<file path="config.mk">
export PLATFORM = sky130hd
export DESIGN_NAME = peripheral_base_decode_flat
export DESIGN_NICKNAME = d
export VERILOG_FILES = /design/src/rtl/pbd_pkg.sv /design/src/rtl/pbd_bus_if.sv /design/src/rtl/peripheral_base_decode.sv /design/src/flat_wrapper.sv
export SDC_FILE = /design/constraint.sdc
export NUM_CORES = 1
export LEC_CHECK = 0
export ABC_AREA = 1
export BUFFER_PORTS_ARGS = -buffer_cell sky130_fd_sc_hd__buf_4
export CORE_MARGIN = 2
export CORE_UTILIZATION = 35
export DETAILED_ROUTE_END_ITERATION = 8
export PLACE_DENSITY = 0.55
export SYNTH_ARGS = -nofsm -noshare
export SYNTH_HDL_FRONTEND = slang
export SYNTH_SLANG_ARGS = --single-unit
</file>
<file path="constraint.sdc">
create_clock -name CORE_CLK -period 1.7 [get_ports CORE_CLK]
set_input_delay 0.34 -clock CORE_CLK [delete_from_list [all_inputs] [get_ports CORE_CLK]]
set_output_delay 0.34 -clock CORE_CLK [all_outputs]
set_load 0.05 [all_outputs]
</file>
<file path="src/rtl/pbd_pkg.sv">
// Package: address map, field layout and reset values of the peripheral base decoder
package pbd_pkg;
  localparam logic [23:0] BASE_ENTRY_ADDR = 24'h0000F0;
  localparam logic [23:0] BASE_REG_ADDR = 24'h0000F2;
  localparam logic [23:0] CTRL_REG_ADDR = 24'h0000F4;
  localparam logic [23:0] RSVD3_ADDR = 24'h0000F8;
  localparam logic [23:0] RSVD4_ADDR = 24'h0000FC;
  localparam logic [23:0] FIXED_LO_ADDR = 24'h0000F0;
  localparam logic [23:0] FIXED_HI_ADDR = 24'h0000FF;
  localparam logic [15:0] BASE_RESET = 16'hBFFF;
  localparam logic [31:0] CTRL_RESET = 32'h00000F00;
  localparam int SPACE_MSB = 15;
  localparam int SPACE_LSB = 13;
  localparam int CMP_EN_BIT = 12;
  localparam int ADDR_FIELD_MSB = 11;
  localparam int WIN_ADDR_LSB = 12;
  localparam int WIN_ADDR_MSB = 23;
  localparam logic [2:0] SUPER_DATA_SPACE = 3'h5;
  localparam logic [2:0] USER_DATA_SPACE = 3'h1;
  localparam logic [2:0] IACK_SPACE = 3'h7;
  // Control word: conflict flag and conflict bus-error enable
  localparam int CONFLICT_FLAG_BIT = 16;
  localparam int CONFLICT_EN_BIT = 17;
  // Host APB register offsets
  localparam logic [7:0] H_CMD_ADDR = 8'h00;
  localparam logic [7:0] H_SPACE = 8'h04;
  localparam logic [7:0] H_WDATA = 8'h08;
  localparam logic [7:0] H_CTRL = 8'h0C;
  localparam logic [7:0] H_RDATA = 8'h10;
  localparam logic [7:0] H_STATUS = 8'h14;
  localparam logic [7:0] H_IRQ_EN = 8'h18;
  localparam logic [7:0] H_IRQ_CLR = 8'h1C;
  localparam int CTRL_GO_BIT = 0;
  localparam int CTRL_WRITE_BIT = 1;
  localparam int CTRL_BYTE_BIT = 2;
  localparam int CTRL_EXT_BIT = 3;
  localparam int ST_DONE_BIT = 0;
  localparam int ST_BUS_ERROR_LINE_BIT = 1;
  localparam int ST_NOACK_BIT = 2;
endpackage

</file>
<file path="src/rtl/pbd_bus_if.sv">
// Interface: system bus between a bus master and the peripheral base decoder
`timescale 1ns/1ps
`default_nettype none
interface pbd_bus_if;
  logic strobe;
  logic write;
  logic byte_mode;
  logic byte_hi;
  logic ext_claim;
  logic [23:0] addr;
  logic [2:0] bus_space_code;
  logic [15:0] wdata;
  logic [15:0] rdata;
  logic ack;
  logic bus_error_line;
  logic internal_access_indicator;
  logic window_select;
  logic chip_select;
  logic [11:0] local_offset;
  modport device (input strobe, write, byte_mode, byte_hi, ext_claim, addr, bus_space_code,
    wdata, output rdata, ack, bus_error_line, internal_access_indicator, window_select,
    chip_select, local_offset);
  modport master (output strobe, write, byte_mode, byte_hi, ext_claim, addr, bus_space_code,
    wdata, input rdata, ack, bus_error_line, internal_access_indicator, window_select,
    chip_select, local_offset);
endinterface
`default_nettype wire

</file>
<file path="src/rtl/peripheral_base_decode.sv">
// Device end: base register, control word and window address matcher
`timescale 1ns/1ps
`default_nettype none
// Operation
// - Four fixed entries at 0F0 to 0FC
// - Peripheral window 4K, base written in space 5
// - Base register is word at 0F2
// - No window response until base written
// - Fixed registers always answer in supervisor data space
// - Reset only on total system reset
// - Chip select negated on fixed entries
// - 8-bit bus: low byte write enables
// - Decode conflict sets flag, optional bus error
// - Base reads BFFF after reset, invalid
// - Base reachable in supervisor data space only
// - Top three bits hold window space code
// - Software never programs space code seven
// - Bit 12 enables space code compare
// - Low twelve bits match address 23..12
// - Internal access flag on any internal access
// - Control word resets to 0000_0F00
module peripheral_base_decode (
  // Clock and resets
  input wire logic CORE_CLK,
  input wire logic RESET,
  input wire logic HALT,
  // System bus
  pbd_bus_if.device BUS
);
  logic [15:0] base_r;
  logic [31:0] ctrl_r;
  logic valid_r;
  logic [15:0] rdata_r;
  logic ack_r;
  logic bus_error_line_r;
  logic iac_r;
  logic win_r;
  logic cs_r;
  logic [11:0] ofs_r;

  wire total_reset = RESET && HALT;
  wire super_data = BUS.bus_space_code == pbd_pkg::SUPER_DATA_SPACE;
  wire fixed_hit = BUS.addr >= pbd_pkg::FIXED_LO_ADDR && BUS.addr <= pbd_pkg::FIXED_HI_ADDR;
  wire base_hit = {BUS.addr[23:1], 1'b0} == pbd_pkg::BASE_REG_ADDR && super_data;
  wire ctrl_hi_hit = BUS.addr[23:1] == pbd_pkg::CTRL_REG_ADDR[23:1];
  wire ctrl_lo_hit = BUS.addr[23:1] == pbd_pkg::RSVD3_ADDR[23:1] - 23'h1;
  wire ctrl_hit = (ctrl_hi_hit || ctrl_lo_hit) && super_data;
  wire fixed_any = fixed_hit && super_data;
  wire addr_match = BUS.addr[pbd_pkg::WIN_ADDR_MSB:pbd_pkg::WIN_ADDR_LSB]
    == base_r[pbd_pkg::ADDR_FIELD_MSB:0];
  wire space_match = !base_r[pbd_pkg::CMP_EN_BIT]
    || BUS.bus_space_code == base_r[pbd_pkg::SPACE_MSB:pbd_pkg::SPACE_LSB];
  wire win_hit = valid_r && addr_match && space_match && !fixed_any;
  wire conflict = win_hit && BUS.ext_claim;
  wire take = BUS.strobe && !ack_r;
  wire hi_lane = !BUS.byte_mode || BUS.byte_hi;
  wire lo_lane = !BUS.byte_mode || !BUS.byte_hi;
  wire base_wr = take && BUS.write && base_hit;
  wire [15:0] base_nxt = {hi_lane ? BUS.wdata[15:8] : base_r[15:8],
    lo_lane ? BUS.wdata[7:0] : base_r[7:0]};
  wire valid_nxt = valid_r || (base_wr && lo_lane);
  wire [31:0] ctrl_wdata = ctrl_hi_hit ? {BUS.wdata, ctrl_r[15:0]} : {ctrl_r[31:16], BUS.wdata};
  wire [31:0] ctrl_flag = 32'h1 << pbd_pkg::CONFLICT_FLAG_BIT;
  wire [31:0] ctrl_wr_val = (ctrl_wdata & ~ctrl_flag) | (ctrl_r & ctrl_flag);
  wire [31:0] ctrl_nxt = (take && BUS.write && ctrl_hit ? ctrl_wr_val : ctrl_r)
    | (take && conflict ? ctrl_flag : 32'h0);
  wire [15:0] rd_sel = base_hit ? base_r
    : ctrl_hit ? (ctrl_hi_hit ? ctrl_r[31:16] : ctrl_r[15:0]) : 16'h0000;
  wire bus_error_line_nxt = conflict && ctrl_r[pbd_pkg::CONFLICT_EN_BIT];
  // Peripheral locations themselves sit outside; the window answers here
  wire resp = fixed_any || win_hit;

  // Configuration state clears only on reset with halt; RESET alone leaves it
  always_ff @(posedge CORE_CLK) begin
    if (total_reset) begin
      base_r <= pbd_pkg::BASE_RESET;
      ctrl_r <= pbd_pkg::CTRL_RESET;
      valid_r <= 1'b0;
    end else begin
      if (base_wr) begin
        base_r <= base_nxt;
      end
      ctrl_r <= ctrl_nxt;
      valid_r <= valid_nxt;
    end
  end

  always_ff @(posedge CORE_CLK or posedge RESET) begin
    if (RESET) begin
      rdata_r <= 16'h0000;
      ack_r <= 1'b0;
      bus_error_line_r <= 1'b0;
      iac_r <= 1'b0;
      win_r <= 1'b0;
      cs_r <= 1'b0;
      ofs_r <= 12'h000;
    end else begin
      ack_r <= take && resp && !bus_error_line_nxt;
      bus_error_line_r <= take && bus_error_line_nxt;
      rdata_r <= take ? rd_sel : rdata_r;
      iac_r <= BUS.strobe && resp;
      win_r <= BUS.strobe && win_hit;
      cs_r <= BUS.strobe && !fixed_hit && !win_hit;
      ofs_r <= win_hit ? BUS.addr[11:0] : 12'h000;
    end
  end

  assign BUS.rdata = rdata_r;
  assign BUS.ack = ack_r;
  assign BUS.bus_error_line = bus_error_line_r;
  assign BUS.internal_access_indicator = iac_r;
  assign BUS.window_select = win_r;
  assign BUS.chip_select = cs_r;
  assign BUS.local_offset = ofs_r;
endmodule
`default_nettype wire

</file>
<file path="src/flat_wrapper.sv">
// flat-port wrapper written by rule: the top's interface ports become plain ports
module peripheral_base_decode_flat 
  (CORE_CLK, RESET, HALT, BUS_strobe, BUS_write, BUS_byte_mode, BUS_byte_hi, BUS_ext_claim, BUS_addr, BUS_bus_space_code, BUS_wdata, BUS_rdata, BUS_ack, BUS_bus_error_line, BUS_internal_access_indicator, BUS_window_select, BUS_chip_select, BUS_local_offset);
  pbd_bus_if BUS_i ();
  input wire logic CORE_CLK;
  input wire logic RESET;
  input wire logic HALT;
  input wire logic [$bits(BUS_i.strobe)-1:0] BUS_strobe;
  input wire logic [$bits(BUS_i.write)-1:0] BUS_write;
  input wire logic [$bits(BUS_i.byte_mode)-1:0] BUS_byte_mode;
  input wire logic [$bits(BUS_i.byte_hi)-1:0] BUS_byte_hi;
  input wire logic [$bits(BUS_i.ext_claim)-1:0] BUS_ext_claim;
  input wire logic [$bits(BUS_i.addr)-1:0] BUS_addr;
  input wire logic [$bits(BUS_i.bus_space_code)-1:0] BUS_bus_space_code;
  input wire logic [$bits(BUS_i.wdata)-1:0] BUS_wdata;
  output wire logic [$bits(BUS_i.rdata)-1:0] BUS_rdata;
  output wire logic [$bits(BUS_i.ack)-1:0] BUS_ack;
  output wire logic [$bits(BUS_i.bus_error_line)-1:0] BUS_bus_error_line;
  output wire logic [$bits(BUS_i.internal_access_indicator)-1:0] BUS_internal_access_indicator;
  output wire logic [$bits(BUS_i.window_select)-1:0] BUS_window_select;
  output wire logic [$bits(BUS_i.chip_select)-1:0] BUS_chip_select;
  output wire logic [$bits(BUS_i.local_offset)-1:0] BUS_local_offset;
  assign BUS_i.strobe = BUS_strobe;
  assign BUS_i.write = BUS_write;
  assign BUS_i.byte_mode = BUS_byte_mode;
  assign BUS_i.byte_hi = BUS_byte_hi;
  assign BUS_i.ext_claim = BUS_ext_claim;
  assign BUS_i.addr = BUS_addr;
  assign BUS_i.bus_space_code = BUS_bus_space_code;
  assign BUS_i.wdata = BUS_wdata;
  assign BUS_rdata = BUS_i.rdata;
  assign BUS_ack = BUS_i.ack;
  assign BUS_bus_error_line = BUS_i.bus_error_line;
  assign BUS_internal_access_indicator = BUS_i.internal_access_indicator;
  assign BUS_window_select = BUS_i.window_select;
  assign BUS_chip_select = BUS_i.chip_select;
  assign BUS_local_offset = BUS_i.local_offset;
  peripheral_base_decode u_core (.CORE_CLK(CORE_CLK), .RESET(RESET), .HALT(HALT), .BUS(BUS_i));
endmodule
</file>
==> results of run 1 <==
how the worst min path moves through the flow:
stage	start	end	depth (start not counted)	slack, ns
after floorplan	u_core.ctrl_r[16]	u_core.ctrl_r[16]	2	0.43
after global placement	u_core.ctrl_r[16]	u_core.ctrl_r[16]	2	0.45
after detailed placement	u_core.ctrl_r[16]	u_core.ctrl_r[16]	2	0.44
after CTS	RESET	u_core.BUS.rdata[6]	3	0.15
after global routing	RESET	u_core.BUS.rdata[6]	3	0.17
final	RESET	u_core.BUS.rdata[8]	3	0.13
placed cells by master, fill, tap and decap left out, drive strengths merged:
| master | netlist | routed |
|---|---|---|
| nor3 | 2 | 2 |
| o211ai | 16 | 16 |
| clkinv | 1 | 4 |
| buf | 13 | 129 |
| dfxtp | 49 | 49 |
| nand4 | 8 | 8 |
| clkinvlp | 0 | 1 |
| nor2 | 117 | 117 |
| nand3b | 2 | 2 |
| bufinv | 0 | 1 |
| xnor2 | 4 | 4 |
| a21oi | 36 | 36 |
| dfrtp | 33 | 33 |
| o21ai | 17 | 17 |
| inv | 82 | 82 |
| o21a | 1 | 1 |
| nand3 | 23 | 23 |
| clkbuf | 9 | 11 |
| nand2 | 160 | 160 |
critical path, cell delays in order (launching register included):
cell	delay [ns]
dfxtp_1	0.47
xnor2_2	0.17
buf_4	0.13
nand3_1	0.06
nor2_1	0.16
nand3_1	0.13
nor2_1	0.17
nand3_1	0.12
a21oi_1	0.14
metrics by stage:
step                      TNS [ns]  setup WS (ns)  power, mW  cell area, sq um
final                            0         0.0943       4.41              5400
after global routing             0        0.00117       4.55              5400
after CTS                        0          0.110       4.45              5400
after detailed placement     -1.65        -0.0675       2.53              5110
after global placement       -1.17        -0.0522       2.52              5110
after floorplan                  0         0.0754       2.25              4020
per-layer routing:
| layer | wire length (um) | GRT usage | vias up |
|---|---|---|---|
| met5 | 0 | 0 | - |
| met4 | 140 | 0.0568 | 0 |
| met3 | 463 | 0.0361 | 8 |
| met2 | 5060 | 0.304 | 70 |
| met1 | 5470 | 0.252 | 1681 |
| li1 | - | - | 2000 |
area by class of cell:
class	instances	area, sq um
Multi-Input combinational cell	386	1790
Sequential cell	82	1810
Timing Repair Buffer	129	1030
Tap cell	143	179
Inverter	83	312
Clock buffer	11	233
Fill cell	1193	5920
Clock inverter	5	56.3
logic make-up after synthesis:
group                     after synthesis  share of synthesized area
buffers and inverters                 105                      0.107
AOI/OAI and AO/OA                      70                      0.105
xor gates and xnor gates                4                    0.00872
and+or+nand+nor                       312                      0.329
DFF                                    82                      0.450
power by group:
part,switching (mW),total [mW],internal (mW)
combinational,0.298,0.504,0.206
sequential,0.0186,1.98,1.96
clock,0.789,1.93,1.14
total,1.11,4.41,3.30
==> flow_metrics.py, run 1 <==
metrics = {
    "status": {
        "outcome": "complete, no violations",
    },
    "layout": {
        "fin_util": 0.477,
        "drive_gt1_frac": 0.244,
        "nNetsFinal": 742,
        "syn2layout_area_growth_pct": 34.5,
        "diodes": 0,
        "instances_no_fill": 839,
    },
    "routing": {
        "drc": 0,
        "dr.pass1.iters": 4,
        "drt_wl_total_um": 11100,
        "wl_per_cell_um": 13.3,
        "final_antenna_net_count": 0,
        "drt_iter0_markers": 209,
        "dr_total_vias": 3759,
        "avgViaCountPerCell": 4.48,
    },
    "timing": {
        "final.min_clock_period_ns": 1.61,
        "fmax_ghz": 0.623,
        "rsz0062_at_grt": "no",
        "period_share": 0.945,
        "final-hold-violation-count": 0,
        "slew_headroom": 0.695,
        "finalSetupViolCount": 0,
        "finalMaxSlewViolations": 0,
        "worst_slew_pin_slew_ns": 0.458,
        "skew_ns": 0.00574,
        "fin_hold_ws_ns": 0.126,
    },
    "placement": {
        "portBuffers": 83,
        "globalplace.congestion": 0.837,
        "dp_hpwl_um": 8260,
        "dp.cells": 823,
    },
    "grt": {
        "grt_max_degree": 50,
        "antenna_found_initial": 0,
        "first_global_vias": 3725,
        "overflow": 0,
        "grt_pass1_wl_um": 18500,
        "track_usage": 0.187,
    },
    "yosys": {
        "synth_top_cell_by_area": "dfxtp_1",
        "synth.ff_latch_count": 82,
        "synth_area_leaders": "dfxtp_1 24%, dfrtp_1 21%, nand2_1 15%, nor2_1 10%, inv_1 7.1%",
        "synth_area_sq_um": 4020,
        "synth-edff-count": 0,
        "seq_area_frac_synth": 0.450,
        "ys_warn_count": 0,
        "syn-instance-count": 573,
        "synth_commonest_cells": "158 x nand2_1, 110 x nor2_1, 76 x inv_1",
        "avgSynthCellArea_sq_um": 7.01,
        "synth_top_area_share": 0.244,
        "async_flop_share": 0.402,
        "synth_cell_types": 30,
        "synthFlopType": "dfxtp_1",
        "syn_nets": 624,
        "post-synth-top-count-cell": "nand2_1",
    },
    "floorplan": {
        "die_w_um": 111,
        "start_util": 0.355,
        "die_h_um": 111,
        "coreArea_sq_um": 11300,
        "ios": 84,
        "rows": 39,
        "die_area_sq_um": 12300,
    },
    "clock_tree": {
        "hold_buffers": 0,
        "cts_resized": 0,
        "cts_root_buf": "clkbuf_16",
        "worstSkewPairLatency_ns": 0.34,
        "cts_setup_buffers": 0,
        "htree_levels": 3,
        "cts_made_buffers": 9,
        "clk_path_buf_depth": 2,
        "cts_num_sinks": 82,
        "path_clk_slew_ns": 0.06,
        "cts_tree": "yes",
    },
    "setup_path": {
        "endpoint": "u_core.ctrl_r[16]",
        "critical_path_class": "reg2reg",
        "worst_ep_required_time_ns": 1.97,
        "startpoint": "u_core.base_r[2]",
        "endpoint_kind": "flip-flop",
        "critPathMaxFanout": 3,
        "cp.arrival_ns": 1.87,
        "r2r-end": "u_core.ctrl_r[16]",
        "startpoint_type": "flip-flop",
        "reg2reg_depth": 8,
        "r2r_start": "u_core.base_r[2]",
        "r2r_slack_ns": 0.09,
    },
    "pwr": {
        "leakage_nw": 2.99,
        "ir_drop_mv": 0.357,
        "power_density_nw_per_um2": 816,
    },
    "min_path": {
        "min_path_type": "in2async",
    },
    "job": {
        "maxCapViolCount": 0,
    },
}
(Power assumes the default switching activity.)
==> run 2: changes to the inputs <==
--- a/config.mk
+++ b/config.mk
@@ -9,6 +9,7 @@
 export BUFFER_PORTS_ARGS = -buffer_cell sky130_fd_sc_hd__buf_4
 export CORE_MARGIN = 2
 export CORE_UTILIZATION = 35
+export CTS_BUF_LIST = sky130_fd_sc_hd__clkbuf_4 sky130_fd_sc_hd__clkbuf_8
 export DETAILED_ROUTE_END_ITERATION = 8
 export PLACE_DENSITY = 0.55
 export SYNTH_ARGS = -nofsm -noshare
==> flow_metrics.py, run 2 (same netlist as run 1, synthesis figures left out) <==
metrics = {
    "status": {
        "outcome": "complete, no violations",
    },
    "timing": {
        "rsz0062_at_grt": "no",
        "period_share": 0.937,
        "slew_headroom": 0.693,
        "finalSetupViolCount": 0,
        "skew_ns": 0.0107,
        "fmax_ghz": 0.628,
        "finalMaxSlewViolations": 0,
        "final.min_clock_period_ns": 1.59,
        "worst_slew_pin_slew_ns": 0.461,
        "final-hold-violation-count": 0,
    },
    "grt": {
        "grt_pass1_wl_um": 18500,
        "track_usage": 0.186,
        "antenna_found_initial": 0,
        "grt_max_degree": 50,
        "overflow": 0,
        "first_global_vias": 3727,
    },
    "pwr": {
        "leakage_nw": 2.95,
        "ir_drop_mv": 0.321,
        "power_density_nw_per_um2": 738,
        "finalPower_mw": 3.92,
    },
    "floorplan": {
        "rows": 39,
        "die_area_sq_um": 12300,
        "coreArea_sq_um": 11300,
        "ios": 84,
        "start_util": 0.355,
        "die_h_um": 111,
        "die_w_um": 111,
    },
    "placement": {
        "portBuffers": 83,
        "globalplace.congestion": 0.837,
        "dp_hpwl_um": 8260,
    },
    "setup_path": {
        "critPathMaxFanout": 19,
        "cp.arrival_ns": 1.84,
        "critical_path_class": "reg2reg",
        "startpoint_type": "flip-flop",
        "worst_ep_required_time_ns": 1.94,
        "endpoint_kind": "flip-flop",
    },
    "routing": {
        "dr.pass1.iters": 5,
        "final_antenna_net_count": 0,
        "drt_wl_total_um": 11200,
        "drt_iter0_markers": 177,
        "drc": 0,
        "wl_per_cell_um": 13.3,
        "avgViaCountPerCell": 4.49,
        "dr_total_vias": 3764,
    },
    "layout": {
        "diodes": 0,
        "drive_gt1_frac": 0.249,
        "nNetsFinal": 742,
        "syn2layout_area_growth_pct": 32.2,
        "fin_util": 0.469,
        "layout_commonest_cell": "nand2_1",
        "final_cell_mix": "158 x nand2_1, 124 x buf_4, 110 x nor2_1",
    },
    "clock_tree": {
        "clk_path_buf_depth": 2,
        "cts_setup_buffers": 0,
        "path_clk_slew_ns": 0.09,
        "cts_root_buf": "clkbuf_8",
        "cts_num_sinks": 82,
        "htree_levels": 3,
        "hold_buffers": 0,
        "cts_tree": "yes",
        "worstSkewPairLatency_ns": 0.36,
        "cts_made_buffers": 9,
    },
    "job": {
        "maxCapViolCount": 0,
    },
    "min_path": {
        "min_path_type": "in2async",
    },
}
run 2: cell counts in the layout (fill, tap and decap cells not counted):
No cell type changed its count.
run 2: worst paths after layout:
| kind | from | endpoint | cells after the start | slack, ns |
|---|---|---|---|---|
| setup / recovery | u_core.BUS.ack | u_core.BUS.rdata[13] | 6 | 0.11 |
| hold / removal | RESET | u_core.BUS.rdata[8] | 3 | 0.10 |
| setup reg to reg | u_core.BUS.ack | u_core.BUS.rdata[13] | 6 | 0.11 |
| hold reg to reg | u_core.ctrl_r[16] | u_core.ctrl_r[16] | 2 | 0.47 |
| max in group asynchronous | RESET | u_core.BUS.chip_select | 3 | 1.26 |
| min in group CORE_CLK | BUS_addr[0] | u_core.BUS.local_offset[0] | 3 | 0.19 |
run 2: routing by layer:
metal,vias up,wire length (um),track usage
met5,-,0,0
met4,0,110,0.0568
met3,9,460,0.0344
met2,82,5150,0.301
met1,1678,5440,0.253
li1,1995,-,-
run 2: area by class of cell:
class	instances	area [sq um]
fill	1205	6010
sequential	82	1810
multi-input combinational	386	1790
timing repair buffer	129	1030
inverter	83	312
tap	143	179
clock buffer	11	139
clock inverter	5	56.3
run 2: power breakdown:
group          total [mW]  internal [mW]  switching (mW)  leakage (nW)
registers            1.98           1.96          0.0184         0.830
clock network        1.44          0.710           0.728         0.100
logic               0.504          0.206           0.298          2.02
run 2: timing repair:
| action | CTS | global route |
|---|---|---|
| hold endpoints to repair | 0 | 0 |
| endpoints found under the setup margin | 0 | 5 |
| resized for setup | 0 | 3 |
run 2: per-stage QoR:
stage	cells	worst slack (ns)	hold slack [ns]	instance area, sq um	TNS (ns)
finish	839	0.107	0.104	5310	0
global route	839	0.0248	0.124	5310	0
CTS	839	0.105	0.110	5300	0
detailed placement	823	-0.0675	0.441	5110	-1.65
global placement	823	-0.0522	0.445	5110	-1.17
floorplan	573	0.0754	0.426	4020	0
run 2: critical path: stages, from the launching register on:
cell,delay [ns]
dfrtp_1,0.40
nor2_1,0.14
buf_4,0.29
clkinv_1,0.13
buf_4,0.22
a21oi_1,0.20
a21oi_1,0.09
==> run 3: changes to the inputs <==
--- a/config.mk
+++ b/config.mk
@@ -6,10 +6,11 @@
 export NUM_CORES = 1
 export LEC_CHECK = 0
 export ABC_AREA = 1
-export BUFFER_PORTS_ARGS = -buffer_cell sky130_fd_sc_hd__buf_4
+export BUFFER_PORTS_ARGS = -buffer_cell sky130_fd_sc_hd__buf_2
 export CORE_MARGIN = 2
 export CORE_UTILIZATION = 35
 export CTS_BUF_LIST = sky130_fd_sc_hd__clkbuf_4 sky130_fd_sc_hd__clkbuf_8
+export CTS_CLUSTER_DIAMETER = 80
 export DETAILED_ROUTE_END_ITERATION = 8
 export PLACE_DENSITY = 0.55
 export SYNTH_ARGS = -nofsm -noshare
==> flow_metrics.py, run 3 (same netlist as run 1, synthesis figures left out) <==
metrics = {
    "status": {
        "outcome": "complete, no violations",
    },
    "setup_path": {
        "startpoint": "u_core.base_r[2]",
        "endpoint": "u_core.ctrl_r[16]",
        "worst_ep_required_time_ns": 1.99,
        "critPathMaxStageDelay_ns": 0.45,
        "r2r_start": "u_core.base_r[2]",
        "endpoint_kind": "flip-flop",
        "path_common_cell": "nand3_1",
        "r2r_slack_ns": 0.16,
        "cp_num_buf_inv": 1,
        "critical_path_class": "reg2reg",
        "r2r-end": "u_core.ctrl_r[16]",
        "critPathMaxFanout": 3,
        "critPathTopFamily": "simple AND/OR/NAND/NOR gates",
        "reg2reg_depth": 8,
        "cp.depth": 8,
        "crit_slowest_cell": "dfxtp_1",
        "startpoint_type": "flip-flop",
        "cp.arrival_ns": 1.83,
        "path_cells": "xnor2_2 -> buf_4 -> nand3_1 -> nor2_1 -> nand3_1 -> nor2_1 -> nand3_1 -> a21oi_1",
    },
    "routing": {
        "avgViaCountPerCell": 4.48,
        "drt_iter0_markers": 241,
        "drc": 0,
        "final_antenna_net_count": 0,
        "dr.pass1.iters": 4,
        "drt_wl_total_um": 11100,
        "dr_total_vias": 3759,
        "wl_per_cell_um": 13.2,
    },
    "timing": {
        "final-hold-violation-count": 0,
        "finalMaxSlewViolations": 0,
        "final.min_clock_period_ns": 1.54,
        "slew_headroom": 0.699,
        "rsz0062_at_grt": "no",
        "finalSetupViolCount": 0,
        "fmax_ghz": 0.651,
        "worst_slew_pin_slew_ns": 0.452,
        "timing.setup.tns_ns": 0,
        "period_share": 0.904,
        "skew_ns": 0.00641,
        "setup_slack_ns": 0.164,
    },
    "clock_tree": {
        "path_clk_slew_ns": 0.09,
        "cts_tree": "yes",
        "clk_path_buf_depth": 2,
        "cts_root_buf": "clkbuf_8",
        "worstSkewPairLatency_ns": 0.35,
        "hold_buffers": 0,
        "cts_num_sinks": 82,
        "htree_levels": 3,
        "cts_made_buffers": 9,
    },
    "job": {
        "maxCapViolCount": 0,
    },
    "floorplan": {
        "start_util": 0.355,
        "die_h_um": 111,
        "rows": 39,
        "die_area_sq_um": 12300,
        "coreArea_sq_um": 11300,
        "die_w_um": 111,
        "ios": 84,
    },
    "layout": {
        "multiInputGateArea_sq_um": 1790,
        "fin_util": 0.450,
        "drive_gt1_frac": 0.250,
        "syn2layout_area_growth_pct": 26.9,
        "diodes": 0,
        "final_cell_mix": "158 x nand2_1, 109 x nor2_1, 83 x buf_2",
        "layout_commonest_cell": "nand2_1",
        "nNetsFinal": 743,
        "regArea_sq_um": 1810,
        "fillers": 1188,
    },
    "grt": {
        "antenna_found_initial": 0,
        "track_usage": 0.187,
        "grt_max_degree": 50,
        "overflow": 0,
        "first_global_vias": 3673,
        "grt_pass1_wl_um": 18400,
    },
    "placement": {
        "portBuffers": 83,
        "dp_hpwl_um": 8420,
        "globalplace.congestion": 0.878,
        "place_ws_ns": -0.181,
    },
    "min_path": {
        "min_path_type": "in2async",
    },
    "pwr": {
        "ir_drop_mv": 0.326,
        "power_density_nw_per_um2": 752,
        "leakage_nw": 2.90,
    },
}
run 3: changes by cell type in the layout (fill, tap and decap cells not counted), moves of 2 or more:
cell      previous run  this run
buf_2                0        83
dfxtp_1             47        49
clkinv_2             2         4
buf_4              124        42
dfxtp_2              2         0
run 3: final cells by class:
| class | count | share of cell area |
|---|---|---|
| inverter | 83 | 0.0611 |
| tap | 143 | 0.0351 |
| sequential | 82 | 0.355 |
| multi-input combinational | 386 | 0.351 |
| clock inverter | 6 | 0.0113 |
| timing repair buffer | 130 | 0.161 |
| clock buffer | 10 | 0.0258 |
run 3: routing by layer:
metal | share of wire | vias to the layer above | global-route usage
li1 | - | 1999 | -
met5 | 0 | - | 0
met3 | 0.046 | 9 | 0.0355
met2 | 0.45 | 98 | 0.296
met4 | 0.0098 | 0 | 0.0560
met1 | 0.49 | 1653 | 0.261
run 3: how the worst min path moves through the flow:
stage / startpoint / end / slack [ns] / cells past startpoint
after floorplan: u_core.ctrl_r[16] / u_core.ctrl_r[16] / 0.43 / 2
after global placement: u_core.ctrl_r[16] / u_core.ctrl_r[16] / 0.44 / 2
after detailed placement: u_core.ctrl_r[16] / u_core.ctrl_r[16] / 0.44 / 2
after CTS: RESET / u_core.BUS.rdata[3] / 0.09 / 3
after global routing: RESET / u_core.BUS.rdata[0] / 0.12 / 3
final: RESET / u_core.BUS.rdata[5] / 0.08 / 3
run 3: timing repair:
item	CTS	global route
setup buffers	0	0
resized for setup	0	4
setup endpoints to repair	0	16
run 3: tightest hold or removal path: cells and delay by family:
kind                   cells  cell delay [ns]
buffers and inverters      3             0.52
run 3: power breakdown:
part           total (mW)  switching [mW]  internal, mW
sequential           1.98          0.0186          1.96
clock                1.40           0.718         0.686
combinational       0.453           0.297         0.156
run 3: through the flow:
stage	total power, mW	std cells	cell area [sq um]	hold WS [ns]
3_5_place_dp	2.47	824	4890	0.445
6_report	3.83	840	5100	0.0797
4_1_cts	3.88	840	5080	0.0852
5_1_grt	4.00	840	5100	0.117
2_1_floorplan	2.25	573	4020	0.426
3_3_place_gp	2.47	824	4890	0.438
